[config.mk]
export PLATFORM = sky130hd
export DESIGN_NAME = sif_ctrl
export DESIGN_NICKNAME = d
export VERILOG_FILES = /design/src/design/sif_pkg.sv /design/src/design/sif_ctrl.sv
export VERILOG_INCLUDE_DIRS = /design/src /design/src/design
export SDC_FILE = /design/constraint.sdc
export NUM_CORES = 1
export LEC_CHECK = 0
export BUFFER_PORTS_ARGS = -buffer_cell sky130_fd_sc_hd__buf_2
export CAP_MARGIN = 10
export CORE_ASPECT_RATIO = 0.75
export CORE_MARGIN = 3
export CORE_UTILIZATION = 42
export DETAILED_ROUTE_END_ITERATION = 8
export GPL_TIMING_DRIVEN = 0
export PLACE_DENSITY = 0.82
export RECOVER_POWER = 25
export SETUP_SLACK_MARGIN = 0.1
export SLEW_MARGIN = 20
export SYNTH_ARGS = -nofsm -noshare
export SYNTH_HDL_FRONTEND = slang
export SYNTH_SLANG_ARGS = --single-unit
[constraint.sdc]
create_clock -name i_clk -period 1.5 [get_ports i_clk]
set_input_delay 0.225 -clock i_clk [delete_from_list [all_inputs] [get_ports i_clk]]
set_output_delay 0.225 -clock i_clk [all_outputs]
set_load 0.02 [all_outputs]
[src/design/sif_map.svh]
// Offsets, field positions, widths and reset values for the store issue control block
`ifndef SIF_MAP_SVH
`define SIF_MAP_SVH

`define SIF_ADDR_W 24
`define SIF_OCT_W 21
`define SIF_OCT_LSB 3
`define SIF_REGA_W 7
`define SIF_MODE_W 2
`define SIF_GATE_W 4
`define SIF_CNT_W 16

`define SIF_AV_ADDR_W 4
`define SIF_OFF_CTRL 4'h0
`define SIF_OFF_STATUS 4'h4
`define SIF_OFF_PEND 4'h8
`define SIF_OFF_FWCNT 4'hC

`define SIF_CTRL_SEQ_EN 0
`define SIF_CTRL_FW_EN 1
`define SIF_CTRL_W 2
`define SIF_CTRL_RST 2'h3

`define SIF_MODE_ZERO 2'h0

`endif

[src/design/sif_pkg.sv]
// Types shared by the store issue and stage 4 control block
package sif_pkg;
`include "sif_map.svh"

  typedef enum logic [1:0] {
    SIF_SEQ_NONE = 2'b00,
    SIF_SEQ_MEMSTORE = 2'b01,
    SIF_SEQ_IDLE = 2'b10
  } sif_seq_t;

  typedef enum logic [1:0] {
    SIF_FW_IDLE = 2'b00,
    SIF_FW_DRAIN = 2'b01,
    SIF_FW_HOLD = 2'b10
  } sif_fw_st_t;

  typedef enum logic [1:0] {
    SIF_L4_START = 2'b00,
    SIF_L4_SWAIT = 2'b01
  } sif_l4_st_t;

  typedef struct packed {
    sif_seq_t seq;
    logic store_modifies;
    logic [`SIF_REGA_W-1:0] level3_regaddr;
    logic [`SIF_ADDR_W-1:0] adder_result_reg;
    logic [`SIF_MODE_W-1:0] stage4_mode_code;
    logic alpha_from_reg;
    logic fw_cmd;
    logic x_valid_clr;
    logic y_valid_clr;
  } sif_l3_t;

  typedef struct packed {
    logic memory_out_octet_full;
    logic sent_octet_full;
    logic data_to_mem;
    logic buffer_input_accept;
    logic stored_to_z;
    logic x_fill_next;
    logic y_fill_next;
    logic x_active;
    logic y_active;
    logic [`SIF_OCT_W-1:0] x_octet_addr;
    logic [`SIF_OCT_W-1:0] y_octet_addr;
    logic [`SIF_OCT_W-1:0] z_octet_addr;
    logic z_octet_valid;
  } sif_mbu_t;

  typedef struct packed {
    logic regfile_target_flag;
    logic last_target_active;
    logic [`SIF_REGA_W-1:0] last_target_reg;
    logic [`SIF_ADDR_W-1:0] stack_entry_addr;
    logic first_word_flag;
    logic [`SIF_ADDR_W-1:0] pending_store_addr;
    logic pending_store_valid;
    logic memory_store_tag;
    logic reg_operand_present;
    logic direct_operand_flag;
    logic level4_active;
    logic x_octet_valid;
    logic y_octet_valid;
    logic [`SIF_GATE_W-1:0] load_gates;
    logic z_matches_x;
    logic z_matches_y;
    logic z_to_x_update;
    logic z_to_y_update;
    logic forced_write_wait;
    logic fw_to_mbu;
    logic level4_accept;
    logic l4_to_l5;
  } sif_out_t;
endpackage

[src/design/sif_ctrl.sv]
// Store issue sequences, forced write controller and stage 4 mode zero control
//
// Notes on behaviour
// - Memory store clears regfile target flag
// - Plain store loads last target from level3
// - Modifying store: no short circuit, clear active
// - Store copies adder result into stack entry
// - New octet store sets first word flag
// - Store loads pending address, valid and tag
// - Store sets operand flags and level4 activity
// - Idle sequence: gates zero, store flags held
// - Concluding sequence clears load gates and updates octet valid flags
// - Fill next sets matching octet valid
// - Forced write idles until level3 command
// - Hold wait until empty and data sent
// - Level4 owns interface while active, unaccepted
// - Level4 actions follow stage4 mode code
// - Match indicators from valid Z octet
// - Set match enables update on forced write
// - Mode zero, idle level4: issue accept
// - Mode zero, active: hold until input accept
// - Alpha from regfile: accept and pass on
// - Alpha from memory: store seen via pending
// - Differing pending store withholds accept
// - Stage4 mode code is two bits
// - Each nonzero mode ends by resetting to mode zero
`timescale 1ns/1ps
`include "sif_map.svh"

module sif_ctrl (
  input wire logic i_clk,
  input wire logic i_rst,
  input wire sif_pkg::sif_l3_t i_l3,
  input wire sif_pkg::sif_mbu_t i_mbu,
  input wire logic [`SIF_AV_ADDR_W-1:0] i_avs_address,
  input wire logic i_avs_read,
  input wire logic i_avs_write,
  input wire logic [31:0] i_avs_writedata,
  input wire logic [3:0] i_avs_byteenable,
  output logic [31:0] o_avs_readdata,
  output logic o_avs_waitrequest,
  output sif_pkg::sif_out_t o_ctl
);
  import sif_pkg::*;

  typedef struct packed {
    sif_fw_st_t fw_st;
    sif_l4_st_t l4_st;
    logic [`SIF_MODE_W-1:0] mode;
    logic [`SIF_CTRL_W-1:0] ctrl;
    logic [`SIF_CNT_W-1:0] fw_count;
    logic av_wait;
    logic [31:0] av_rdata;
    sif_out_t o;
  } sif_state_t;

  sif_state_t st_q;
  sif_state_t st_d;
  logic go_store;
  logic go_idle;
  logic l4_own;
  logic new_octet;
  logic fw_drained;
  logic [31:0] status_word;
  logic [`SIF_OCT_W-1:0] ar_oct;

  assign go_store = (i_l3.seq == SIF_SEQ_MEMSTORE) && st_q.ctrl[`SIF_CTRL_SEQ_EN];
  assign go_idle = (i_l3.seq == SIF_SEQ_IDLE) && st_q.ctrl[`SIF_CTRL_SEQ_EN];
  // Level 4 drives the interface only with work in hand that level 3 waits on
  assign l4_own = st_q.o.level4_active && !st_q.o.level4_accept;
  assign ar_oct = i_l3.adder_result_reg[`SIF_ADDR_W-1:`SIF_OCT_LSB];
  // Already present means resident in Z or awaited by an earlier pending store
  assign new_octet = !((i_mbu.z_octet_valid && (ar_oct == i_mbu.z_octet_addr)) ||
    (st_q.o.pending_store_valid &&
    (ar_oct == st_q.o.pending_store_addr[`SIF_ADDR_W-1:`SIF_OCT_LSB])));
  assign fw_drained = !i_mbu.memory_out_octet_full && !i_mbu.sent_octet_full;
  assign status_word = {16'h0000, st_q.o.last_target_active, st_q.o.regfile_target_flag,
    st_q.o.first_word_flag, st_q.o.z_matches_y, st_q.o.z_matches_x,
    st_q.o.y_octet_valid, st_q.o.x_octet_valid, st_q.o.forced_write_wait,
    st_q.o.level4_active, st_q.o.pending_store_valid, st_q.mode, st_q.l4_st, st_q.fw_st};

  always_comb begin
    st_d = st_q;
    // One-cycle strobes fall back unless raised below
    st_d.o.fw_to_mbu = 1'b0;
    st_d.o.level4_accept = 1'b0;
    st_d.o.l4_to_l5 = 1'b0;
    st_d.o.z_to_x_update = 1'b0;
    st_d.o.z_to_y_update = 1'b0;

    // Level 3 sequences; both end in the shared concluding part
    if (go_store) begin
      st_d.o.regfile_target_flag = 1'b0;
      if (!i_l3.store_modifies) begin
        st_d.o.last_target_active = 1'b1;
        st_d.o.last_target_reg = i_l3.level3_regaddr;
      end else begin
        // A memory address does not fit the 7 bit target, so short circuit is off
        st_d.o.last_target_active = 1'b0;
      end
      st_d.o.stack_entry_addr = i_l3.adder_result_reg;
      st_d.o.first_word_flag = new_octet;
      st_d.o.pending_store_addr = i_l3.adder_result_reg;
      st_d.o.memory_store_tag = 1'b1;
      st_d.o.reg_operand_present = 1'b1;
      st_d.o.direct_operand_flag = 1'b1;
      st_d.o.level4_active = 1'b1;
      st_d.mode = i_l3.stage4_mode_code;
    end
    if (go_store || go_idle) begin
      // Idle sequence touches no store flag; gates are forced low and octet valids follow fill next
      st_d.o.load_gates = '0;
      if (i_mbu.x_fill_next) begin
        st_d.o.x_octet_valid = 1'b1;
      end else if (i_l3.x_valid_clr) begin
        st_d.o.x_octet_valid = 1'b0;
      end
      if (i_mbu.y_fill_next) begin
        st_d.o.y_octet_valid = 1'b1;
      end else if (i_l3.y_valid_clr) begin
        st_d.o.y_octet_valid = 1'b0;
      end
    end else begin
      if (i_l3.x_valid_clr) begin
        st_d.o.x_octet_valid = 1'b0;
      end
      if (i_l3.y_valid_clr) begin
        st_d.o.y_octet_valid = 1'b0;
      end
    end

    // A new store setting pending-valid wins over the drain into Z
    if (go_store) begin
      st_d.o.pending_store_valid = 1'b1;
    end else if (i_mbu.stored_to_z) begin
      st_d.o.pending_store_valid = 1'b0;
    end

    // Match indicators are refreshed every cycle
    st_d.o.z_matches_x = i_mbu.z_octet_valid && i_mbu.x_active && st_q.o.x_octet_valid &&
      (i_mbu.x_octet_addr == i_mbu.z_octet_addr);
    st_d.o.z_matches_y = i_mbu.z_octet_valid && i_mbu.y_active && st_q.o.y_octet_valid &&
      (i_mbu.y_octet_addr == i_mbu.z_octet_addr);
    // Update rides on the clock after Z is pushed out
    st_d.o.z_to_x_update = st_q.o.fw_to_mbu && st_q.o.z_matches_x;
    st_d.o.z_to_y_update = st_q.o.fw_to_mbu && st_q.o.z_matches_y;

    // Forced write controller
    case (st_q.fw_st)
      SIF_FW_IDLE: begin
        if (i_l3.fw_cmd && st_q.ctrl[`SIF_CTRL_FW_EN]) begin
          st_d.fw_st = SIF_FW_DRAIN;
        end
      end
      SIF_FW_DRAIN: begin
        if (fw_drained) begin
          st_d.o.forced_write_wait = 1'b1;
          st_d.o.fw_to_mbu = 1'b1;
          st_d.fw_st = SIF_FW_HOLD;
        end
      end
      SIF_FW_HOLD: begin
        if (fw_drained && i_mbu.data_to_mem) begin
          st_d.o.forced_write_wait = 1'b0;
          st_d.fw_st = SIF_FW_IDLE;
          st_d.fw_count = st_q.fw_count + `SIF_CNT_W'(1);
        end
      end
      default: begin
        st_d.fw_st = SIF_FW_IDLE;
      end
    endcase

    // Level 4 controller; only mode zero is carried out here
    case (st_q.l4_st)
      SIF_L4_START: begin
        if (st_q.mode != `SIF_MODE_ZERO) begin
          // Other modes conclude by dropping to mode zero for the next clock
          st_d.mode = `SIF_MODE_ZERO;
        end else if (!st_q.o.level4_active) begin
          st_d.o.level4_accept = 1'b1;
        end else if (l4_own && i_mbu.buffer_input_accept) begin
          st_d.o.l4_to_l5 = 1'b1;
          st_d.o.level4_active = 1'b0;
          if (i_l3.alpha_from_reg) begin
            st_d.o.level4_accept = 1'b1;
          end else if (st_q.o.pending_store_valid &&
            (i_l3.adder_result_reg != st_q.o.pending_store_addr)) begin
            st_d.l4_st = SIF_L4_SWAIT;
          end else begin
            st_d.o.level4_accept = 1'b1;
          end
        end
        // Otherwise loop; level4_active keeps its value, accept and l4_to_l5 fall back to zero
      end
      SIF_L4_SWAIT: begin
        if (!st_q.o.pending_store_valid) begin
          st_d.o.level4_accept = 1'b1;
          st_d.l4_st = SIF_L4_START;
        end
      end
      default: begin
        st_d.l4_st = SIF_L4_START;
      end
    endcase
    if (go_store) begin
      st_d.o.level4_active = 1'b1;
    end

    // Avalon slave: one wait state, then the answer edge
    st_d.av_wait = !((i_avs_read || i_avs_write) && st_q.av_wait);
    if (i_avs_read && st_q.av_wait) begin
      if (i_avs_address == `SIF_OFF_CTRL) begin
        st_d.av_rdata = {30'h00000000, st_q.ctrl};
      end else if (i_avs_address == `SIF_OFF_STATUS) begin
        st_d.av_rdata = status_word;
      end else if (i_avs_address == `SIF_OFF_PEND) begin
        st_d.av_rdata = {8'h00, st_q.o.pending_store_addr};
      end else if (i_avs_address == `SIF_OFF_FWCNT) begin
        st_d.av_rdata = {16'h0000, st_q.fw_count};
      end else begin
        st_d.av_rdata = 32'h00000000;
      end
    end
    if (i_avs_write && !st_q.av_wait && i_avs_byteenable[0]) begin
      if (i_avs_address == `SIF_OFF_CTRL) begin
        st_d.ctrl = i_avs_writedata[`SIF_CTRL_W-1:0];
      end
    end
  end

  always_ff @(posedge i_clk) begin
    if (i_rst) begin
      st_q <= '0;
      st_q.ctrl <= `SIF_CTRL_RST;
      st_q.av_wait <= 1'b1;
    end else begin
      st_q <= st_d;
    end
  end

  assign o_ctl = st_q.o;
  assign o_avs_readdata = st_q.av_rdata;
  assign o_avs_waitrequest = st_q.av_wait;
endmodule

==> impl_metrics.yaml <==
placed_design:
  numPortBuffers: 220
  routabilityCongestion: 0.8794
  hpwl_um: 14830
global_route:
  grt_usage_pct: 25.36
  grt_overflow: 0
  grt_antenna_before_repair: 2
  grt_max_degree: 15
  grt_pass1_vias: 5241
  grt_pass1_wl_um: 28010
detailed_routing:
  first_iter_violations: 553
  wl_per_cell_um: 17.40
  dr.pass1.iters: 6
  wirelength_um: 18980
  vias: 5629
  avgViaCountPerCell: 5.159
  drc: 0
  postRouteAntennaNets: 0
cells_and_area:
  antenna_cells: 0
  drive_above_1_share_pct: 44.00
  utilization_pct: 60.25
  num-nets-final: 1078
  most-common-layout-cells: "buf_2 (195), buf_4 (128), nand2_1 (84), dfxtp_1 (73), xor2_1 (67)"
  area_growth_syn_to_layout_pct: 37.95
  layout_commonest_cell: "buf_2"
worst_setup_path:
  crit_chain: "xor2_1, nor4_1, nand3_1, or4_4, a31o_1"
  crit_slowest_cell: "or4_4"
  crit_type: "reg2reg"
  cp_max_fo: 3
  cp_num_buf_inv: 0
  cp-start-kind: "flop"
  rr_endpoint: "st_q[130]$_SDFFE_PP0P_"
  r2r_cells: 5
  r2r_slack_ns: -0.31
  critPathCaptureType: "flop"
  cp.required_ns: 1.74
  r2r-start: "o_ctl[28]$_SDFFE_PP0P_"
  slowest_delay_ns: 0.57
  crit_arrival_ns: 2.05
  cp_top_family: "simple AND/OR/NAND/NOR gates"
pwr:
  p_leak_nw: 3.574
  ir_drop_mv: 0.6242
  power_density_nw_per_um2: 854.7
timing:
  max-slew-margin-rel_pct: 51.36
  slew_violations: 0
  period_share_pct: 120.7
  fmax_ghz: 0.5522
  period_needed_ns: 1.811
  rsz0062_at_grt: "true"
  tightest_slew_ns: 0.7296
  setup_viol: 4
  final.setup.worst_slack_ns: -0.3109
  hold_ws_ns: 0.09600
  hold_viol_final: 0
  finClkSkew_ns: 0.004455
logic_synthesis:
  synthTopCellsByArea: "dfxtp_1 (34%), buf_4 (15%), xor2_1 (11%)"
  syn_inst: 656
  synth_seq_area_share_pct: 34.40
  synth_warnings: 0
  synth_area_per_cell_um2: 8.339
  synth_top_area_cell: "dfxtp_1"
  synth_edf_count: 0
  syn_area_um2: 5470
  synthFlopType: "dfxtp_1"
  ys_ff_latch: 94
  ys_async_sr_fraction_pct: 0
  synth_top_area_share_pct: 34.40
  ys_types: 51
floorplan:
  die_w_um: 137.8
  ioPinCount: 267
  rows: 35
  die_h_um: 104.8
  design.die.area_um2: 14440
  coreArea_um2: 12520
  start_util_pct: 43.68
clocking:
  cts_made_buffers: 9
  insertion_delay_ns: 0.34
  cts_root_buf: "clkbuf_16"
  htree_levels: 3
  hold_buffers: 0
  cts.sinks: 94
  ctsLongestPathBuffers: 2
  path_clk_slew_ns: 0.06
  cts_tree: "built"
outcome:
  violations: "setup timing"
  status: "finished, violations left"
min_path:
  worstHoldStart: "i_avs_writedata[0]"
  hold_end: "st_q[126]$_SDFFE_PP1P_"
  hold_class: "in2reg"
  holdPathStages: 3
job:
  maxCapViolCount: 0
-- logic make-up after synthesis --
kind of cell             after synthesis  synth area share (%)
AO/OA/AOI/OAI                        100                 12.01
XOR/XNOR                             100                 16.01
adder cells (fa/ha/maj)                1                0.2287
buffers and inverters                138                 17.02
flip-flops                            94                 34.40
multiplexers                           3                0.5490
other                                  1               0.06855
AND/OR/NAND/NOR                      219                 19.72
-- where the power goes --
group	total (mW)	leakage (nW)	switching (mW)	internal (mW)
clock network	2.55	0.166	0.950	1.60
logic	1.25	2.63	0.701	0.552
registers	2.65	0.774	0.0910	2.56
total	6.45	3.57	1.74	4.71
-- worst max path at each step --
stage               cells after the start                      to                    from  slack (ns)
global route                            5  st_q[130]$_SDFFE_PP0P_  o_ctl[28]$_SDFFE_PP0P_       -0.36
CTS                                     5  st_q[130]$_SDFFE_PP0P_  o_ctl[36]$_SDFFE_PP0P_       -0.30
floorplan                               5  st_q[130]$_SDFFE_PP0P_  o_ctl[37]$_SDFFE_PP0P_       -0.14
global placement                        6  st_q[125]$_SDFFE_PP0P_               i_mbu[72]       -0.51
finish                                  5  st_q[130]$_SDFFE_PP0P_  o_ctl[28]$_SDFFE_PP0P_       -0.31
detailed placement                      6  st_q[125]$_SDFFE_PP0P_               i_mbu[72]       -0.54
-- worst register-to-register path, delay by kind of cell (launching register included) --
| family | cells | cell delay [ns] |
|---|---|---|
| compound gates | 1 | 0.20 |
| xor+xnor | 1 | 0.15 |
| flops | 1 | 0.35 |
| simple gates | 3 | 1.00 |
-- flip-flops by register name, indices dropped and copies added, names as in the netlist --
name	cells
o_ctl	46
o_avs_waitrequest	1
st_q	23
o_avs_readdata	24
-- routing by layer --
layer | track usage (%) | share of wire [%] | routed length, µm | vias to the layer above
met5 | 0 | 0.16 | 30 | -
met4 | 5.148 | 2.4 | 451 | 4
met3 | 7.122 | 10 | 1975 | 40
met2 | 40.08 | 45 | 8525 | 312
met1 | 34.65 | 42 | 8001 | 2607
li1 | - | - | - | 2666
-- synth_stat cells (2+ instances only) --
cell type	number
o21ai_0	14
and3_1	5
and2_1	3
nor2_1	44
a222oi_1	12
nor2b_1	3
buf_4	109
nand3_1	15
xnor2_1	32
a22o_1	2
clkbuf_1	17
buf_1	5
mux2i_1	3
a2bb2oi_1	12
a221oi_1	4
nand2_1	86
a21oi_1	46
nor4_1	17
nand3b_1	2
nor3_1	14
dfxtp_1	94
inv_1	2
or3_1	4
nand4_1	13
a2111oi_0	2
xor2_1	68
a32oi_1	2
buf_2	3
-- stage by stage --
step           setup WS, ns  TNS [ns]  instance area (µm²)  total power, mW  cells
6_report            -0.3109   -0.8709                 7546            6.450   1091
2_1_floorplan       -0.1400   -0.2754                 5527            3.387    668
3_3_place_gp        -0.5110    -16.63                 6835            3.872   1054
4_1_cts             -0.3006   -0.8478                 7370            6.425   1085
3_5_place_dp        -0.5393    -17.72                 6835            3.892   1054
5_1_grt             -0.3626    -1.161                 7546            6.691   1091
-- final cells by class --
class | count | area [µm²]
fill | 1117 | 4979
multi-input combinational | 436 | 2869
sequential | 94 | 1926
timing repair buffer | 241 | 1249
buffer | 134 | 944.7
clock buffer | 13 | 270.3
tap | 166 | 207.7
clock inverter | 3 | 65.06
inverter | 4 | 15.01
-- repair_timing --
item / in CTS / in global routing
resized for setup: 35 / 49
setup endpoints to repair: 73 / 73
pin swaps: 9 / 20
setup buffers: 15 / 6
No activity file was read; power rests on OpenSTA's default activity.
